===== src/oar_pkg.sv =====
// ****************************************************************
// Shared constants of the octal converter readout block
// ****************************************************************
package oar_pkg;

  // Clock rate of the block
  localparam int unsigned CLK_HZ          = 100_000_000;

  // Result layout and channel count
  localparam int unsigned RESULT_BITS     = 12;
  localparam int unsigned CHANNELS        = 8;
  localparam int unsigned DIFF_LANES      = 4;

  // Power-on reinitialisation wait, in ms as printed, and in cycles
  localparam int unsigned POR_WAIT_MS     = 10;
  localparam longint unsigned POR_WAIT_CYC =
    (longint'(POR_WAIT_MS) * longint'(CLK_HZ)) / 64'd1000;

  // Strobe pulses: two enter nap, two more enter sleep, fifth wakes
  localparam logic [2:0] PULSES_TO_NAP    = 3'h2;
  localparam logic [2:0] PULSES_TO_SLEEP  = 3'h4;
  localparam logic [2:0] PULSES_TO_WAKE   = 3'h5;

  // AXI4-Lite register byte offsets
  localparam logic [7:0] REG_CTRL         = 8'h00;
  localparam logic [7:0] REG_STATUS       = 8'h04;
  localparam logic [7:0] REG_RESULT0      = 8'h10;

  // Control register fields and reset value
  localparam int unsigned CTRL_SUPPLY_OK  = 0;
  localparam int unsigned CTRL_TESTPAT    = 1;
  localparam logic [31:0] CTRL_RESET      = 32'h0000_0001;

  // Power state of the converter
  typedef enum logic [1:0] {
    PWR_RESET,
    PWR_ACTIVE,
    PWR_NAP,
    PWR_SLEEP
  } oar_pwr_e;

  // AXI response codes
  localparam logic [1:0] RESP_OKAY        = 2'h0;
  localparam logic [1:0] RESP_SLVERR      = 2'h2;

endpackage


===== src/oar_sync.sv =====
`timescale 1ns/1ns
// ****************************************************************
// Two-flop synchroniser with edge detection on the second stage
// ****************************************************************
module oar_sync #(
  parameter int unsigned W = 1
) (
  // Clock and reset
  input  wire logic         aclk,
  input  wire logic         aresetn,
  // Asynchronous inputs and their synchronised view
  input  wire logic [W-1:0] async_in,
  output logic      [W-1:0] sync_out,
  output logic      [W-1:0] rise_out,
  output logic      [W-1:0] fall_out
);

  logic [W-1:0] meta_q;
  logic [W-1:0] meta_d;
  logic [W-1:0] sync_q;
  logic [W-1:0] sync_d;
  logic [W-1:0] prev_q;
  logic [W-1:0] prev_d;

  // Edge detectors look only at the second stage, never the first
  always_comb begin
    meta_d = async_in;
    sync_d = meta_q;
    prev_d = sync_q;
  end

  always_ff @(posedge aclk) begin
    if (!aresetn) begin
      meta_q <= '0;
      sync_q <= '0;
      prev_q <= '0;
    end else begin
      meta_q <= meta_d;
      sync_q <= sync_d;
      prev_q <= prev_d;
    end
  end

  assign sync_out = sync_q;
  assign rise_out = sync_q & ~prev_q;
  assign fall_out = ~sync_q & prev_q;

endmodule // oar_sync


===== src/oar_top.sv =====
`timescale 1ns/1ns
// Functional notes
// - Reset on power-up or low supply, reinitialise
// - Strobe rise samples, fall starts conversion readout
// - SDR: each shift falling edge shifts next bit
// - DDR: both shift clock edges shift bits
// - Echo clock is delayed, aligned shift clock copy
// - Disable strap keeps echo clock inactive
// - SDR lanes change on echo falling edge
// - Two strobe pulses, static shift clock: nap
// - Nap ends on shift rise or more strobes
// - Two more strobe pulses in nap: sleep
// - Single-ended mode: shift rise exits sleep
// - Fifth strobe pulse exits sleep, clocks prevent reentry
// - Strobes alone cycle active, nap, sleep forever
// - Strap selects eight single or four differential lanes
// - Differential lane pairs carry two channels each
// - Lanes deliver 12-bit results MSB first
// - Lanes output channels circularly from own channel
module oar_top
  import oar_pkg::*;
#(
  parameter longint unsigned POR_CYCLES = POR_WAIT_CYC
) (
  // System clock and reset
  input  wire logic        aclk,
  input  wire logic        aresetn,
  // Converter pins from the receiver
  input  wire logic        conversion_strobe_n,
  input  wire logic        shift_clock,
  input  wire logic        rate_select_pin,
  input  wire logic        diff_mode_pin,
  input  wire logic        echo_disable_pin,
  // Converter pins to the receiver
  output logic             echo_shift_clock,
  output logic [7:0]       single_ended_lanes,
  output logic [3:0]       differential_lane_pairs,
  // Sampled channel values from the analog core
  input  wire logic [95:0] sample_data,
  output logic             sample_take,
  output logic             core_powered,
  output logic             ready_for_conv,
  // AXI4-Lite write address
  input  wire logic        s_axi_awvalid,
  output logic             s_axi_awready,
  input  wire logic [7:0]  s_axi_awaddr,
  // AXI4-Lite write data
  input  wire logic        s_axi_wvalid,
  output logic             s_axi_wready,
  input  wire logic [31:0] s_axi_wdata,
  input  wire logic [3:0]  s_axi_wstrb,
  // AXI4-Lite write response
  output logic             s_axi_bvalid,
  input  wire logic        s_axi_bready,
  output logic [1:0]       s_axi_bresp,
  // AXI4-Lite read address
  input  wire logic        s_axi_arvalid,
  output logic             s_axi_arready,
  input  wire logic [7:0]  s_axi_araddr,
  // AXI4-Lite read data
  output logic             s_axi_rvalid,
  input  wire logic        s_axi_rready,
  output logic [31:0]      s_axi_rdata,
  output logic [1:0]       s_axi_rresp
);

  // ****************************************************************
  // Pin synchronisers
  // ****************************************************************
  logic [4:0] pin_sync;
  logic [4:0] pin_rise;
  logic [4:0] pin_fall;

  oar_sync #(.W(5)) u_sync (
    .aclk     (aclk),
    .aresetn  (aresetn),
    .async_in ({echo_disable_pin, diff_mode_pin, rate_select_pin,
                shift_clock, conversion_strobe_n}),
    .sync_out (pin_sync),
    .rise_out (pin_rise),
    .fall_out (pin_fall)
  );

  logic cnv_rise;
  logic cnv_fall;
  logic sck_lvl;
  logic sck_rise;
  logic sck_fall;
  logic ddr_mode;
  logic diff_mode;
  logic echo_off;

  assign cnv_rise  = pin_rise[0];
  assign cnv_fall  = pin_fall[0];
  assign sck_lvl   = pin_sync[1];
  assign sck_rise  = pin_rise[1];
  assign sck_fall  = pin_fall[1];
  assign ddr_mode  = pin_sync[2];
  assign diff_mode = pin_sync[3];
  assign echo_off  = pin_sync[4];

  // Channel word picker, used by the result register read
  function automatic logic [RESULT_BITS-1:0] chan_word(
    input logic [95:0] data, input logic [2:0] ch);
    chan_word = data[ch*RESULT_BITS +: RESULT_BITS];
  endfunction

  // Single result bit picker, so no select lands on a call result
  function automatic logic chan_bit(
    input logic [95:0] data, input logic [2:0] ch, input logic [3:0] pos);
    chan_bit = data[ch*RESULT_BITS + pos];
  endfunction

  // ****************************************************************
  // Register file state
  // ****************************************************************
  logic [31:0] ctrl_q;
  logic [31:0] ctrl_d;
  logic        supply_ok;
  assign supply_ok = ctrl_q[CTRL_SUPPLY_OK];

  // ****************************************************************
  // Power state, reinitialisation and strobe pulse counting
  // ****************************************************************
  oar_pwr_e        pwr_q;
  oar_pwr_e        pwr_d;
  logic [2:0]      pulses_q;
  logic [2:0]      pulses_d;
  logic            clk_seen_q;
  logic            clk_seen_d;
  logic [23:0]     por_cnt_q;
  logic [23:0]     por_cnt_d;

  // Supply loss forces reset; counter models the reinitialisation
  always_comb begin
    pwr_d      = pwr_q;
    pulses_d   = pulses_q;
    clk_seen_d = clk_seen_q | sck_rise | sck_fall;
    por_cnt_d  = por_cnt_q;
    if (!supply_ok) begin
      pwr_d     = PWR_RESET;
      por_cnt_d = '0;
      pulses_d  = '0;
    end else begin
      case (pwr_q)
        PWR_RESET: begin
          if (por_cnt_q >= 24'(POR_CYCLES - 1)) begin
            pwr_d = PWR_ACTIVE;
          end else begin
            por_cnt_d = por_cnt_q + 24'h1;
          end
        end
        PWR_ACTIVE: begin
          if (cnv_rise) begin
            // Any shift clock edge since the last strobe restarts the count
            pulses_d   = clk_seen_q ? 3'h1 : pulses_q + 3'h1;
            // A shift edge in this very cycle still counts for the next strobe
            clk_seen_d = sck_rise | sck_fall;
            if (!clk_seen_q && pulses_q + 3'h1 == PULSES_TO_NAP) begin
              pwr_d = PWR_NAP;
            end
          end
        end
        PWR_NAP: begin
          if (sck_rise) begin
            pwr_d    = PWR_ACTIVE;
            pulses_d = '0;
          end else if (cnv_rise) begin
            pulses_d = pulses_q + 3'h1;
            if (pulses_q + 3'h1 == PULSES_TO_SLEEP) begin
              pwr_d = PWR_SLEEP;
            end
          end
        end
        PWR_SLEEP: begin
          if (sck_rise && !diff_mode) begin
            pwr_d    = PWR_ACTIVE;
            pulses_d = '0;
          end else if (cnv_rise) begin
            // Strobes alone keep cycling through the states
            pwr_d      = PWR_ACTIVE;
            pulses_d   = '0;
            clk_seen_d = sck_rise | sck_fall;
          end
        end
        default: pwr_d = PWR_RESET;
      endcase
    end
  end

  always_ff @(posedge aclk) begin
    if (!aresetn) begin
      pwr_q      <= PWR_RESET;
      pulses_q   <= '0;
      clk_seen_q <= 1'b0;
      por_cnt_q  <= '0;
    end else begin
      pwr_q      <= pwr_d;
      pulses_q   <= pulses_d;
      clk_seen_q <= clk_seen_d;
      por_cnt_q  <= por_cnt_d;
    end
  end

  assign core_powered   = (pwr_q == PWR_ACTIVE);
  assign ready_for_conv = (pwr_q != PWR_RESET);

  // ****************************************************************
  // Sampling, conversion and serial shifting
  // ****************************************************************
  logic [95:0] held_q;
  logic [95:0] held_d;
  logic [3:0]  bit_q;
  logic [3:0]  bit_d;
  logic [2:0]  slot_q;
  logic [2:0]  slot_d;
  logic [7:0]  se_q;
  logic [7:0]  se_d;
  logic [3:0]  df_q;
  logic [3:0]  df_d;
  logic        echo_q;
  logic        echo_d;
  logic        take;
  logic        shift;

  // Rising strobe samples the core; only in full-power operation
  assign take  = cnv_fall && pwr_q == PWR_ACTIVE;
  assign shift = ddr_mode ? (sck_rise | sck_fall) : sck_fall;
  assign sample_take = cnv_rise && pwr_q == PWR_ACTIVE;

  // Lanes and echo clock advance together so they stay aligned
  always_comb begin
    logic [2:0]  ch;
    logic [3:0]  pos;
    logic [95:0] src;
    ch     = '0;
    pos    = '0;
    src    = ctrl_q[CTRL_TESTPAT] ? {8{12'ha5c}} : sample_data;
    held_d = held_q;
    bit_d  = bit_q;
    slot_d = slot_q;
    se_d   = se_q;
    df_d   = df_q;
    echo_d = echo_off ? 1'b0 : sck_lvl;
    if (take) begin
      held_d = src;
      bit_d  = 4'h0;
      slot_d = 3'h0;
      // First MSB appears at the strobe fall
      for (int l = 0; l < CHANNELS; l++) begin
        se_d[l] = chan_bit(src, 3'(l), 4'(RESULT_BITS - 1));
      end
      for (int l = 0; l < DIFF_LANES; l++) begin
        df_d[l] = chan_bit(src, 3'(2 * l), 4'(RESULT_BITS - 1));
      end
    end else if (shift && pwr_q == PWR_ACTIVE) begin
      if (bit_q == 4'(RESULT_BITS - 1)) begin
        bit_d  = 4'h0;
        slot_d = slot_q + 3'h1;
      end else begin
        bit_d = bit_q + 4'h1;
      end
      pos = 4'(RESULT_BITS - 1) - bit_d;
      for (int l = 0; l < CHANNELS; l++) begin
        ch      = 3'(l) + slot_d;
        se_d[l] = chan_bit(held_q, ch, pos);
      end
      for (int l = 0; l < DIFF_LANES; l++) begin
        ch      = 3'(2 * l) + slot_d;
        df_d[l] = chan_bit(held_q, ch, pos);
      end
    end
  end

  always_ff @(posedge aclk) begin
    if (!aresetn) begin
      held_q <= '0;
      bit_q  <= '0;
      slot_q <= '0;
      se_q   <= '0;
      df_q   <= '0;
      echo_q <= 1'b0;
    end else begin
      held_q <= held_d;
      bit_q  <= bit_d;
      slot_q <= slot_d;
      se_q   <= se_d;
      df_q   <= df_d;
      echo_q <= echo_d;
    end
  end

  // Strap picks which lane set drives; the other stays low
  assign single_ended_lanes      = diff_mode ? 8'h00 : se_q;
  assign differential_lane_pairs = diff_mode ? df_q : 4'h0;
  assign echo_shift_clock        = echo_q;

  // ****************************************************************
  // AXI4-Lite slave
  // ****************************************************************
  logic        aw_q, aw_d, w_q, w_d, b_q, b_d, r_q, r_d;
  logic [7:0]  awa_q, awa_d;
  logic [31:0] wd_q, wd_d, rd_q, rd_d;
  logic [1:0]  br_q, br_d, rr_q, rr_d;
  logic        ws_q, ws_d;

  // Address and data are taken in either order; reply after both
  always_comb begin
    aw_d   = aw_q;
    w_d    = w_q;
    b_d    = b_q;
    r_d    = r_q;
    awa_d  = awa_q;
    wd_d   = wd_q;
    ws_d   = ws_q;
    rd_d   = rd_q;
    br_d   = br_q;
    rr_d   = rr_q;
    ctrl_d = ctrl_q;
    if (s_axi_awvalid && s_axi_awready) begin
      aw_d  = 1'b1;
      awa_d = s_axi_awaddr;
    end
    if (s_axi_wvalid && s_axi_wready) begin
      w_d  = 1'b1;
      wd_d = s_axi_wdata;
      // Strobe is kept with the data; the master may drop it once taken
      ws_d = s_axi_wstrb[0];
    end
    if (aw_q && w_q && !b_q) begin
      aw_d = 1'b0;
      w_d  = 1'b0;
      b_d  = 1'b1;
      br_d = RESP_SLVERR;
      if (awa_q == REG_CTRL) begin
        br_d = RESP_OKAY;
        if (ws_q) begin
          ctrl_d[7:0] = wd_q[7:0];
        end
      end
    end
    if (b_q && s_axi_bready) begin
      b_d = 1'b0;
    end
    if (s_axi_arvalid && s_axi_arready) begin
      r_d  = 1'b1;
      rr_d = RESP_OKAY;
      rd_d = 32'h0;
      case (s_axi_araddr)
        REG_CTRL:   rd_d = ctrl_q;
        REG_STATUS: rd_d = {24'h0, diff_mode, ddr_mode, echo_off,
                            pulses_q, 2'(pwr_q)};
        default: begin
          if (s_axi_araddr[7:5] == 3'h0 && s_axi_araddr[4] && s_axi_araddr[1:0] == 2'h0) begin
            rd_d = {20'h0, chan_word(held_q, {1'b0, s_axi_araddr[3:2]})};
          end else begin
            rr_d = RESP_SLVERR;
          end
        end
      endcase
    end
    if (r_q && s_axi_rready) begin
      r_d = 1'b0;
    end
  end

  always_ff @(posedge aclk) begin
    if (!aresetn) begin
      aw_q   <= 1'b0;
      w_q    <= 1'b0;
      b_q    <= 1'b0;
      r_q    <= 1'b0;
      awa_q  <= '0;
      wd_q   <= '0;
      ws_q   <= 1'b0;
      rd_q   <= '0;
      br_q   <= RESP_OKAY;
      rr_q   <= RESP_OKAY;
      ctrl_q <= CTRL_RESET;
    end else begin
      aw_q   <= aw_d;
      w_q    <= w_d;
      b_q    <= b_d;
      r_q    <= r_d;
      awa_q  <= awa_d;
      wd_q   <= wd_d;
      ws_q   <= ws_d;
      rd_q   <= rd_d;
      br_q   <= br_d;
      rr_q   <= rr_d;
      ctrl_q <= ctrl_d;
    end
  end

  assign s_axi_awready = !aw_q && !b_q;
  assign s_axi_wready  = !w_q && !b_q;
  assign s_axi_bvalid  = b_q;
  assign s_axi_bresp   = br_q;
  assign s_axi_arready = !r_q;
  assign s_axi_rvalid  = r_q;
  assign s_axi_rdata   = rd_q;
  assign s_axi_rresp   = rr_q;

endmodule // oar_top


===== config.mk =====
export PLATFORM = sky130hd
export DESIGN_NAME = oar_top
export DESIGN_NICKNAME = d
export VERILOG_FILES = /design/src/oar_pkg.sv /design/src/oar_sync.sv /design/src/oar_top.sv
export SDC_FILE = /design/constraint.sdc
export NUM_CORES = 1
export LEC_CHECK = 0
export ABC_CLOCK_PERIOD_IN_PS = 11800
export BUFFER_PORTS_ARGS = -buffer_cell sky130_fd_sc_hd__buf_4
export CELL_PAD_IN_SITES_DETAIL_PLACEMENT = 1
export CELL_PAD_IN_SITES_GLOBAL_PLACEMENT = 2
export CORE_MARGIN = 8
export CORE_UTILIZATION = 36
export DETAILED_ROUTE_END_ITERATION = 7
export HOLD_SLACK_MARGIN = 0.08
export PLACE_DENSITY = 0.85
export SETUP_SLACK_MARGIN = 0.4
export SYNTH_ARGS = -nofsm -noshare
export SYNTH_HDL_FRONTEND = slang
export SYNTH_SLANG_ARGS = --single-unit

===== constraint.sdc =====
create_clock -name aclk -period 11.8 [get_ports aclk]
set_input_delay 0 -clock aclk [delete_from_list [all_inputs] [get_ports aclk]]
set_output_delay 0 -clock aclk [all_outputs]
set_load 0.005 [all_outputs]

* Word-level counts from Yosys, hierarchy flattened
Index checks and enable logic that the tools add are counted.
** Storage, ports and cells
- Bits in registers :: 223
- Output and inout bits :: 57
- Logic and storage cells :: 181
- Bits of input ports :: 160
** Cells by class
- Reductions and logical operators :: 41
- Eq/ne operators :: 13
- Shift-type cells :: 1
- Multiplexer cells :: 55
- Bitwise logic cells :: 9
- Add/sub/neg operators :: 20
- Magnitude comparators :: 9
- $mul :: 9
** Operators with widths (count)
- 96-bit two-way mux :: 1
- 96-bit by 7-bit variable part select with 12-bit output :: 1
- 7-bit by 4-bit adder with 8-bit output :: 8
- 8-bit < comparator, second input constant :: 8
- 1-bit binary-select mux with 7-bit select :: 8
- 3-bit by 2-bit multiplier with 5-bit output, second input constant :: 8
- 3-bit two-way mux :: 9
- 24-bit by 1-bit adder with 24-bit output, second input constant :: 1
- 24-bit by 20-bit greater-or-equal comparator with 1-bit output, second input constant :: 1
- 4-bit two-way mux :: 6
- 8-bit two-way mux :: 3
- 12-bit case mux with 2 select lines :: 1
- 2-bit two-way mux :: 11
- 1-bit logical AND :: 16
- 8-bit zero test :: 2
- 3-bit adder, first input constant :: 4
- 1-bit two-way mux :: 12
- 12-bit two-way mux :: 1
- 2-bit OR reduction :: 6
- 3-bit inequality test, second input constant :: 3
- 3-bit case mux with 3 select lines :: 1
- 8-bit by 3-bit equality test with 1-bit output, second input constant :: 1
- 2-bit case mux with 4 select lines :: 1
- 2-bit by 3-bit adder with 3-bit output, first input constant :: 2
- 26 further kinds :: 42

* Depth between registers and ports, before layout
Gate-level depths: netlist of run 1.
- Depth in word-level cells :: 14
- Mapped depth :: 17
- Depth with buffers taken out :: 16

* By module
From an unflattened synthesis of run 1, not the netlist that was laid out.
** Unflattened totals
- Cell total of the unflattened synthesis :: 1298
- Area total of the unflattened synthesis :: 12181.7 µm²
** Modules (own cells, without submodules)
- oar_top :: area each 11700.0 µm², cells an instance 1257, seq. area each 3703.6 µm², instances 1
- oar_sync :: area each 481.7 µm², cells an instance 41, seq. area each 300.3 µm², instances 1

* Worst setup path after synthesis of run 1
OpenSTA, ideal clock, no wires.
- Path type :: register -> register
- Start point :: register bit_q[0]
- End point :: register se_q[3]
- Arrival :: 4479 ps
- Required time :: 11679 ps
- Library setup time :: 121 ps
- Stages on the path, launching flop included :: 17
- Buffers on the path :: 3
- Setup slack :: 7199 ps
- Clock period less this slack :: 4601 ps
- Cell sequence :: dfxtp_1 > ha_1 > and3b_1 > buf_4 > mux2_2 > clkbuf_1 > ha_1 > inv_1 > xnor2_1 > inv_1 > fa_1 > buf_1 > mux4_2 > mux2_2 > nand2_1 > o2111a_1 > nor3_1
** Between the ends
- Word-level cells in the longest chain between the ends :: 11
- Elaborated cells between the ends (all ways) :: 16
- Those cells by class :: add/sub (4); mul (1); eq/ne (1); mux (10)
** Ends and longest elaborated chain
- from (decl) :: line oar_top.sv:213 : logic [3:0] bit_q;
- from (signal assigned) :: line oar_top.sv:285 : bit_q <= bit_d;
- 4-bit equality test :: line oar_top.sv:257 : if (bit_q == 4'(RESULT_BITS - 1)) begin
- 3-bit two-way mux :: line oar_top.sv:257
- 3-bit two-way mux :: line oar_top.sv:256 : end else if (shift && pwr_q == PWR_ACTIVE) begin
- 3-bit two-way mux :: line oar_top.sv:245 : if (take) begin
- 2-bit by 3-bit adder with 3-bit output :: line oar_top.sv:265 : ch = 3'(l) + slot_d;
- 3-bit by 2-bit multiplier with 5-bit output :: line oar_top.sv:111 : chan_bit = data[ch*RESULT_BITS + pos];
- 7-bit by 4-bit adder with 8-bit output * :: line oar_top.sv:111
- 1-bit binary-select mux with 7-bit select * :: line oar_top.sv:111
- 1-bit two-way mux (not written as such) * :: line oar_top.sv:111
- 8-bit two-way mux * :: line oar_top.sv:256
- 8-bit two-way mux * :: line oar_top.sv:245
- to (signal assigned) :: line oar_top.sv:280 : se_q <= '0;
- to (signal assigned) :: line oar_top.sv:287 : se_q <= se_d;
- to (decl) :: line oar_top.sv:217 : logic [7:0] se_q;
Mark *: on every way between the ends. The rest lies on a longest branch, timed or not. The select of a mux whose other input is x is not followed.
A chain may end at the register's enable or synchronous reset.

* Worst setup path after layout of run 1
Ends and elaborated chain as after synthesis.

==> results.md, run 1 <==
- Top FF cell, synth: dfxtp_1
- Full die area: between 30,000 and 40,000 µm²
- Crit. End Element: flip-flop
- Worst skew pair latency: 0.45 ns
- Fillers: around 3.4k
- EDFF count, synth: 0
- Worst Hold Class: input pin to flip-flop
- Post-CTS setup buffers: 0
- Leak Pwr: approximately 0.0057 µW
- Worst slew margin: 20.0%
- Cell Area, Synth: 10,700 µm²
- Largest net degree at the start of global routing: 83
- DRC Markers: 0
- Chip Width: 189 µm
- DR pass1 iterations: 5
- Area Growth Syn to Fin: 33.3%
- Slowest-stage cell, CP: fa_1
- Cts bufs inserted: 17
- Pins Over Slew Limit: 0
- Wl on met1: approximately 17,000 µm
- Die H: approximately 190 µm
- Maxcap violations: 0
- Crit path top cell by count: inv_1
- Port bufs: 167
- Clock sink count: between 150 and 200
- Cell total after placement: between 1.5k and 2k
- Grt ovf: 0
- Met2 routed WL: 18,600 µm
- Worst vdd ir: around 0.096 mV
- Post-synth top area share: 36.8%
- Int Pwr: 1070 µW
- Final hold violations: 0
- CTS tree: yes
- Setup_tns: 0 ns
- Status: finished, final reports clean
- Worst-Margin Slew: 1.20 ns
- Switch share: 26.5%
- Register bit total from synthesis: 197
- CTS resizes: 0
- Worst slack, placed: 6.56 ns
- Vias in the first global route: 10.8k
- Final HPWL DP: ~25,000 µm
- Vias: approximately 10k
- Critical Path Fanout Max: 9
- Post-synth ARST share: 0%
- Min Tclk post-route: 5.23 ns
- Most numerous cell in the Yosys netlist: dfxtp_1
- Final nets: 1,635
- Post-route insts no fill: approximately 1.8k
- Total track usage: between 20% and 30%
- Max Fclk: 0.191 GHz
- Power, Total: 1450 µW
- Routed wire length: approximately 38,000 µm
- Starting density of the core: between 30% and 40%
- Global-route wire length before repair: 60,000 µm
- Synthesized area per cell: roughly 9.2 µm²
- Critical path class: flip-flop to flip-flop
- Routed Antenna Nets: 0
- FF/Latch Area: roughly 3900 µm²
- Tcrit/Tclk final: 44.4%
- Root Driver: clkbuf_16
- DR iter-0 viols: 498
- Worst path arrival time: 5.58 ns
- CTS Buffer Depth: 2
- CTS HTree Levels: 4
- Top sig layer: met4
- Footprint of the multi-input gates: 6310 µm²
- Minimum hold slack: 0.0954 ns
- Power per cell area: 102 nW/µm²
- Cell Chain, Critical Path: ha_1 > and3b_1 > xnor2_1 > inv_1 > ha_1 > inv_1 > xnor2_1 > inv_1 > fa_1 > mux4_2 > mux2_2 > nand2_1 > o2111a_1 > nor3_1
- Startpoint class of the critical path: flip-flop
- Seq pwr share: a little under half
- Cell taking the most area after synthesis: dfxtp_1
- Hold_buf cts: 147
- GP Congestion: 0.804
- Slowest cell delay on critical path: about 0.83 ns
- Syn Inst Count: 1,167
- RSZ-0062 raised after global routing: false
- Post-route worst setup slack: ~6.6 ns
- Share of cells above drive strength 1: 19.5%
- Logic pwr share: 9.3%
- Critical Path RT: roughly 12 ns
- Top cells by count, synth: 197 x dfxtp_1, 121 x nor2_1, 101 x nand2_1, 101 x nor3_1, 68 x a21oi_1
- Layout Skew: 0.0188 ns
- Synth warnings: 0
- Clk slew on worst S/H paths: about 0.09 ns
- Routed len/inst: roughly 21 µm
- Count of cell types in the netlist: 68
- Core Rows: 63
- Placeable core region: 29,500 µm²
- IO Pins: 217
- Synth top area cells: dfxtp_1 37%, mux4_2 12%, nor3_1 4.7%, nor2_1 4.2%, a22o_1 4.1%
- Via density: 5.43
- Psw: slightly below 400 µW
- Post-synthesis sequential area ratio: 36.8%
- Metal3 WL: 1860 µm
- Clock Power Share: 43.8%
- Setup Viol. Count Final: 0
- Antenna violations before repair: 1
-- critical path, delay by kind of cell (launching register included) --
kind	cells	cell delay [ns]
AND/OR/NAND/NOR	3	0.43
XOR/XNOR	2	0.94
buffers and inverters	3	0.61
adder cells (fa/ha/maj)	3	1.68
AO/OA/AOI/OAI	1	0.19
multiplexers	2	0.91
flip-flops	1	0.36
-- placed cells by master, fill, tap and decap left out, drive strengths merged, types with 11 or more instances in the layout --
master	count
dfxtp	197
buf	174
dlygate4sd3	147
nor2	122
nand2	101
nor3	101
a21oi	68
mux4	55
a22o	50
inv	40
o21ai	36
ha	35
mux2i	26
xnor2	26
and2	23
conb	22
nor2b	17
nand3	17
clkbuf	17
xor2	14
a211oi	11
-- per-layer routing --
layer,track usage (%),up-vias
li1,-,4747
met1,26.2,4946
met2,36.2,263
met3,4.14,41
met4,5.98,0
met5,0,-
-- flip-flops by register name, summed over array words and instances, names as in the netlist, 2 cells and up --
register and cells:
bit_q 4, ctrl_q 8, s_axi_rdata 12, wd_q 8
pwr_q 2, u_sync.sync_out 5, u_sync.prev_q 2, held_q 96
pulses_q 3, u_sync.meta_q 5, se_q 8, slot_q 3
awa_q 8, por_cnt_q 24
-- power groups by stage --
stage                     logic [µW]  registers, µW  clock network, µW
after CTS                        129            681                650
final                            134            682                635
after floorplan                 39.9            695                  0
after global routing             144            683                675
after detailed placement        89.4            697                  0
after global placement          88.1            697                  0
-- kinds of logic (layout without fill, tap and decap cells) --
logic type                 after synthesis  after routing  synth area share (%)
AOI/OAI and AO/OA                      236            236                  15.1
xor gates and xnor gates                41             41                  3.72
buffers and inverters                  125            386                  5.30
adders and majority gates               39             39                  4.83
other                                    1             23                0.0350
DFF                                    197            197                  36.8
and+or+nand+nor                        438            438                  19.3
muxes                                   90             90                  14.9
-- final cells by class --
cell class                      instances  share of cell area [%]
Multi-Input combinational cell        866                    44.1
Sequential cell                       197                    27.6
Timing Repair Buffer                  321                    19.4
Tap cell                              390                    3.42
Clock buffer                           17                    2.98
Clock inverter                         15                    1.55
Inverter                               33                   0.867
Antenna cell                            1                  0.0175
-- worst paths after layout --
check	start	to	slack, ns	cells after the start
setup / recovery	bit_q[0]$_SDFFE_PP0P_	se_q[3]$_SDFFE_PN0P_	6.57	14
hold / removal	s_axi_wvalid	wd_q[4]$_SDFFE_PN0P_	0.1	4
setup reg to reg	bit_q[0]$_SDFFE_PP0P_	se_q[3]$_SDFFE_PN0P_	6.57	14
hold reg to reg	u_sync.meta_q[4]$_SDFF_PN0_	u_sync.sync_out[4]$_SDFF_PN0_	0.45	1
-- through the flow --
stage | instance area, µm² | utilization [%]
finish | 14300 | 48.5
CTS | 14300 | 48.5
floorplan | 10800 | -
detailed placement | 12200 | 41.3
global route | 14300 | 48.5
global placement | 12200 | 41.3
No activity file was read; power rests on OpenSTA's default activity.
==> run 2: changes to the inputs <==
- ABC_CLOCK_PERIOD_IN_PS: 11800 -> 5200
- CORE_UTILIZATION: 36 -> 34
- PLACE_DENSITY: 0.85 -> 0.81
- clock period: 11.8 -> 5.2 ns (I/O delays scaled with it)
==> run 2 against run 1 <==
  * Clock skew fell by 0.0072 ns
  * Clock power rose by 120%
  * Count of clock-buffer cells in the layout rose by 3
  * Power rose by 120%
  * Largest cell class unchanged
  * Highest routed layer unchanged
==> results.md, run 2 (same netlist as run 1, synthesis figures left out) <==
- Status: finished, final reports clean
- Register name with the most flops: held_q
- DR iter-0 viols: 593 (+19%)
- Vias in the first global route: 10.8k (+0.17%)
- Full die area: 37,500 µm² (+5.4%)
- CTS Buffer Depth: 2 (unchanged)
- Post-route worst setup slack: 0.716 ns (-5.85 ns)
- Startpoint class of the critical path: flip-flop
- Chip Width: 194 µm (+2.7%)
- Routed Antenna Nets: 0 (unchanged)
- Total track usage: 20.0% (-0.99 points)
- Pins Over Slew Limit: 0 (unchanged)
- Tcrit/Tclk final: 86.2% (+42 points)
- Worst vdd ir: 0.243 mV (+150%)
- Global-route wire length before repair: 60,500 µm (+0.82%)
- IO Pins: 217 (unchanged)
- CTS HTree Levels: 4 (unchanged)
- Routed wire length: 38,100 µm (+0.69%)
- Worst slack, placed: 0.590 ns (-5.97 ns)
- Metal3 WL: 1580 µm (-15%)
- Clk slew on worst S/H paths: 0.08 ns (about the same)
- Setup_tns: 0 ns (unchanged)
- Final core utilization: 45.8% (-2.7 points)
- Layout Skew: 0.0117 ns (-0.00715 ns)
- Maxcap violations: 0 (unchanged)
- GP Congestion: 0.842 (+4.8%)
- Worst path arrival time: 4.83 ns (-0.75 ns)
- Leak Pwr: 0.00571 µW (+0.37%)
- Placeable core region: 31,300 µm² (+6.2%)
- Critical Path Fanout Max: 14 (+5)
- Power per cell area: 228 nW/µm² (+120%)
- Most frequent cells in the layout: 197 x dfxtp_1, 179 x buf_4, 146 x dlygate4sd3_1
- Via density: 5.39 (-0.78%)
- DRC Markers: 0 (unchanged)
- Largest net degree at the start of global routing: 83 (unchanged)
- Worst slew margin: 17.4% (-2.6 points)
- Min Tclk post-route: 4.48 ns (-0.751 ns)
- RSZ-0062 raised after global routing: false
- Fillers: 3,541 (+4.3%)
- Final nets: 1,639 (+0.24%)
- Worst Hold Class: input pin to flip-flop
- Top sig layer: met4
- Grt ovf: 0 (unchanged)
- DR pass1 iterations: 4 (-1)
- Post-route insts no fill: 1,859 (+1.0%)
- Vias: 10.0k (+0.24%)
- Routed len/inst: 20.5 µm (-0.34%)
- Met2 routed WL: 18,700 µm (+0.27%)
- Area Growth Syn to Fin: 33.7%
- Critical Path RT: 5.55 ns (-6.59 ns)
- Cell total after placement: 1,677 (+1.0%)
- Clock sink count: 197 (unchanged)
- Setup Viol. Count Final: 0 (unchanged)
- Cts bufs inserted: 17 (unchanged)
- Max Fclk: 0.223 GHz (+17%)
- Worst-Margin Slew: 1.24 ns (+0.0393 ns)
- Port bufs: 167 (unchanged)
- Core Rows: 65 (+3.2%)
- CTS tree: yes
- Crit. End Element: flip-flop
- Final HPWL DP: 25,500 µm (+2.3%)
- Wl on met1: 17,100 µm (+3.2%)
- Die H: 194 µm (+2.7%)
- Final hold violations: 0 (unchanged)
- Largest register FFs: 96 (unchanged)
- Share of cells above drive strength 1: 20.2% (+0.63 points)
- Commonest non-fill, non-tap cell in the layout: dfxtp_1
- Starting density of the core: 34.2% (-2.1 points)
- Root Driver: clkbuf_16
- Critical path class: flip-flop to flip-flop
- Worst skew pair latency: 0.46 ns (about the same)
- Antenna violations before repair: 4 (+3)
==> run 2: changes by cell type in the layout (fill, tap and decap cells not counted), sizes merged <==
cell	delta
clkinv	-1
inv	-3
diode	+3
dlygate4sd3	-1
clkbuf	+3
buf	+5
bufinv	+1
==> run 2: what timing repair did <==
item                                    CTS  global route
endpoints found under the setup margin    0             5
endpoints found under the hold margin   148             0
setup buffers                             0             0
resized for setup                         0             6
hold buffers                            146             0
==> run 2: critical path, cell delays in order (launching register included) <==
cell	delay, ns
dfxtp_1	0.43
ha_1	0.31
and3b_2	0.34
mux2_2	0.50
ha_1	0.36
xnor3_1	0.52
inv_1	0.22
fa_1	0.65
nand2_1	0.09
xor2_1	0.17
xnor2_2	0.25
mux2i_1	0.22
nor2_1	0.06
o31a_1	0.28
==> run 2: power breakdown <==
| group | switching, µW | leakage, µW | total, µW | internal (µW) |
|---|---|---|---|---|
| registers | 16.2 | 0.00159 | 1550 | 1530 |
| clock network | 658 | 0.000304 | 1410 | 755 |
| logic | 129 | 0.00381 | 303 | 174 |
| total | 803 | 0.00571 | 3260 | 2460 |
==> run 2: worst paths after layout <==
path / cells past startpoint / to / slack [ns] / startpoint
setup / recovery: 13 / se_q[5]$_SDFFE_PN0P_ / 0.72 / bit_q[0]$_SDFFE_PP0P_
hold / removal: 3 / w_q$_SDFFE_PP0P_ / 0.1 / s_axi_wvalid
setup reg to reg: 13 / se_q[5]$_SDFFE_PN0P_ / 0.72 / bit_q[0]$_SDFFE_PP0P_
hold reg to reg: 1 / u_sync.sync_out[3]$_SDFF_PN0_ / 0.44 / u_sync.meta_q[3]$_SDFF_PN0_
==> run 2: cell type report <==
| class | instances | area, µm² | share of cell area (%) |
|---|---|---|---|
| timing repair buffer | 325 | 2810 | 19.6 |
| clock inverter | 12 | 159 | 1.11 |
| tap | 402 | 503 | 3.51 |
| inverter | 33 | 124 | 0.864 |
| clock buffer | 20 | 457 | 3.19 |
| multi-input combinational | 866 | 6330 | 44.2 |
| sequential | 197 | 3940 | 27.5 |
| antenna | 4 | 10.0 | 0.0698 |
==> run 2: metrics by stage <==
step	total power, µW	hold WS, ns	area, µm²
after floorplan	1670	0.100	10800
after global placement	1780	0.185	12200
after detailed placement	1790	0.190	12200
after CTS	3280	0.0812	14300
after global routing	3380	0.104	14300
final	3260	0.0951	14300
==> run 2: per-layer routing <==
layer,GRT usage (%),up-vias
li1,-,4754
met1,25.0,4977
met2,34.3,245
met3,3.94,45
met4,6.19,0
met5,0,-
==> run 3: changes to the inputs <==
- ABC_CLOCK_PERIOD_IN_PS: 5200 -> 5700
- CORE_UTILIZATION: 34 -> 36
- PLACE_DENSITY: 0.81 -> 0.85
- clock period: 5.2 -> 5.7 ns (I/O delays scaled with it)
==> run 3 against run 2 <==
  * Largest power group unchanged
  * Flip-flop and latch count unchanged
  * Clock power decreased by 12%
  * Cell count decreased by 0.91%
  * First-iteration DRC count decreased by 13%
  * Count of clock-buffer cells in the layout decreased by 2
  * Critical endpoint is now se_q[3]$_SDFFE_PN0P_
  * Via count increased by 0.60%
  * Power decreased by 10%
  * Non-clock buffer count decreased by 4
  * Setup slack improved by 0.019 ns
  * Sequential share of layout area increased by 0.16 points
  * Global-route usage increased by 1.3 points
==> results.md, run 3 (same netlist as run 1, synthesis figures left out) <==
- Routed Antenna Nets: 0 (unchanged)
- Status: finished, final reports clean
- Clk slew on worst S/H paths: 0.08 ns (about the same)
- Worst vdd ir: 0.210 mV (-13%)
- Final nets: 1,635 (-0.24%)
- CP delay by family, top: adder cells
- Vias: 10.1k (+0.60%)
- Layout Skew: 0.0284 ns (+0.0167 ns)
- DR iter-0 viols: 514 (-13%)
- Vias in the first global route: 10.8k (-0.25%)
- Worst Hold Class: input pin to flip-flop
- Largest net degree at the start of global routing: 82 (-1.2%)
- Fillers: 3,385 (-4.4%)
- Share of cells above drive strength 1: 19.6% (-0.57 points)
- RSZ-0062 raised after global routing: false
- Final hold violations: 0 (unchanged)
- Routed wire length: 38,300 µm (+0.59%)
- Pins Over Slew Limit: 0 (unchanged)
- Maxcap violations: 0 (unchanged)
- Chip Width: 189 µm (-2.6%)
- Die H: 189 µm (-2.6%)
- Port bufs: 167 (unchanged)
- CTS HTree Levels: 4 (unchanged)
- Critical Path Fanout Max: 14 (unchanged)
- Int Pwr: 2160 µW (-12%)
- Final HPWL DP: 25,300 µm (-0.70%)
- DR pass1 iterations: 5 (+1)
- Max Fclk: 0.201 GHz (-9.7%)
- Critical path class: flip-flop to flip-flop
- Startpoint class of the critical path: flip-flop
- Area Growth Syn to Fin: 32.9%
- Min Tclk post-route: 4.97 ns (+0.481 ns)
- Clock sink count: 197 (unchanged)
- Grt ovf: 0 (unchanged)
- Starting density of the core: 36.4% (+2.1 points)
- Root Driver: clkbuf_16
- DRC Markers: 0 (unchanged)
- Tcrit/Tclk final: 87.1% (+0.88 points)
- Footprint of the multi-input gates: 6310 µm² (-0.38%)
- GP Congestion: 0.833 (-1.1%)
- Post-route worst setup slack: 0.735 ns (+0.0188 ns)
- Placeable core region: 29,500 µm² (-5.8%)
- Worst path arrival time: 5.29 ns (+0.46 ns)
- Worst skew pair latency: 0.46 ns (about the same)
- Commonest non-fill, non-tap cell in the layout: dfxtp_1
- Switch share: 26.1% (+1.5 points)
- Global-route wire length before repair: 60,900 µm (+0.64%)
- Critical Path RT: 6.03 ns (+0.48 ns)
- Worst slew margin: 17.3% (-0.13 points)
- Seq pwr share: 48.2% (+0.8 points)
- Worst-Margin Slew: 1.24 ns (+0.00198 ns)
- Cell Chain, Critical Path: ha_1 > and3b_1 > mux2_2 > ha_1 > inv_1 > xnor2_1 > inv_1 > fa_2 > mux4_2 > mux2_2 > nand2_1 > o2111a_1 > nor3_1
- Largest register FFs: 96 (unchanged)
- FF/Latch Area: 3940 µm² (unchanged)
- Power per cell area: 205 nW/µm² (-9.7%)
- Psw: 764 µW (-4.9%)
- Most frequent cells in the layout: 197 x dfxtp_1, 174 x buf_4, 147 x dlygate4sd3_1
- CTS tree: yes
- Logic pwr share: 9.5% (+0.2 points)
- Total track usage: 21.3% (+1.3 points)
- Antenna violations before repair: 3 (-1)
- Setup Viol. Count Final: 0 (unchanged)
- Cts bufs inserted: 17 (unchanged)
- Leak Pwr: 0.00567 µW (-0.64%)
- Slowest-stage cell, CP: fa_2
- CP bufs+invs: 2 (+1)
- Full die area: 35,600 µm² (-5.1%)
- Worst slack, placed: 0.695 ns (+0.105 ns)
- Setup_tns: 0 ns (unchanged)
- CTS Buffer Depth: 2 (unchanged)
- Final instance area: 14,300 µm² (-0.57%)
- IO Pins: 217 (unchanged)
- Clock Power Share: 42.3% (-1.0 points)
- Slowest cell delay on critical path: 0.71 ns (+0.06 ns)
- Crit. End Element: flip-flop
- Via density: 5.47 (+1.5%)
- Routed len/inst: 20.8 µm (+1.5%)
- Register name with the most flops: held_q
- Core Rows: 63 (-3.1%)
- Placed inst area: 12,200 µm² (-0.43%)
==> run 3: changes by cell type in the layout (fill, tap and decap cells not counted), moves of 2 or more <==
cell       change
buf_4          -5
inv_8          +3
bufinv_16      -2
clkinv_8       +2
xnor2_1        +2
xnor2_2        -2
==> run 3: worst reg2reg max path: stages, from the launching register on <==
cell and delay [ns]:
dfxtp_1 0.42, ha_1 0.30, and3b_1 0.40, mux2_2 0.51, ha_1 0.55, inv_1 0.28, xnor2_1 0.37, inv_1 0.15
fa_2 0.71, mux4_2 0.57, mux2_2 0.29, nand2_1 0.07, o2111a_1 0.19, nor3_1 0.05
==> run 3: path summary, 6_finish.rpt <==
kind	startpoint	to	slack, ns	cells past startpoint
setup / recovery	bit_q[0]$_SDFFE_PP0P_	se_q[3]$_SDFFE_PN0P_	0.73	13
setup reg to reg	bit_q[0]$_SDFFE_PP0P_	se_q[3]$_SDFFE_PN0P_	0.73	13
hold / removal	s_axi_wvalid	w_q$_SDFFE_PP0P_	0.09	3
hold reg to reg	u_sync.meta_q[1]$_SDFF_PN0_	u_sync.sync_out[1]$_SDFF_PN0_	0.44	1
==> run 3: layout make-up <==
class,count,area share [%]
clock buffers,18,3.08
multi-input cells,866,44.3
clock inverters,14,1.15
well taps,390,3.42
diodes,3,0.0527
inverters,33,0.869
repair buffers,321,19.5
flip-flops and latches,197,27.7
==> run 3: power by group through the flow <==
stage          clock [µW]  sequential, µW  combinational, µW
2_1_floorplan           0            1440               82.5
3_3_place_gp            0            1440                183
3_5_place_dp            0            1440                185
4_1_cts              1280            1410                267
5_1_grt              1330            1410                298
6_report             1240            1410                279
==> run 3: metal layers <==
layer	share of wire, %	global-route usage (%)	routed length (µm)	vias to the layer above
li1	-	-	-	4736
met4	1.6	5.41	629	0
met3	4.4	4.18	1690	46
met5	0	0	0	-
met2	50	36.8	19000	257
met1	44	26.9	17000	5042
==> run 3: through the flow <==
stage               cells  util, %  total power [µW]  hold WS (ns)
finish               1842     48.3              2930        0.0911
global route         1842     48.3              3040         0.121
CTS                  1839     48.3              2950        0.0905
detailed placement   1660     41.3              1630         0.198
global placement     1660     41.3              1620         0.187
floorplan            1188        -              1520         0.100
==> run 3: timing repair <==
item,CTS,global route
hold buffers,147,0
hold endpoints to repair,147,0
setup endpoints to repair,0,1
buffers inserted,0,0
gates resized for setup,0,1
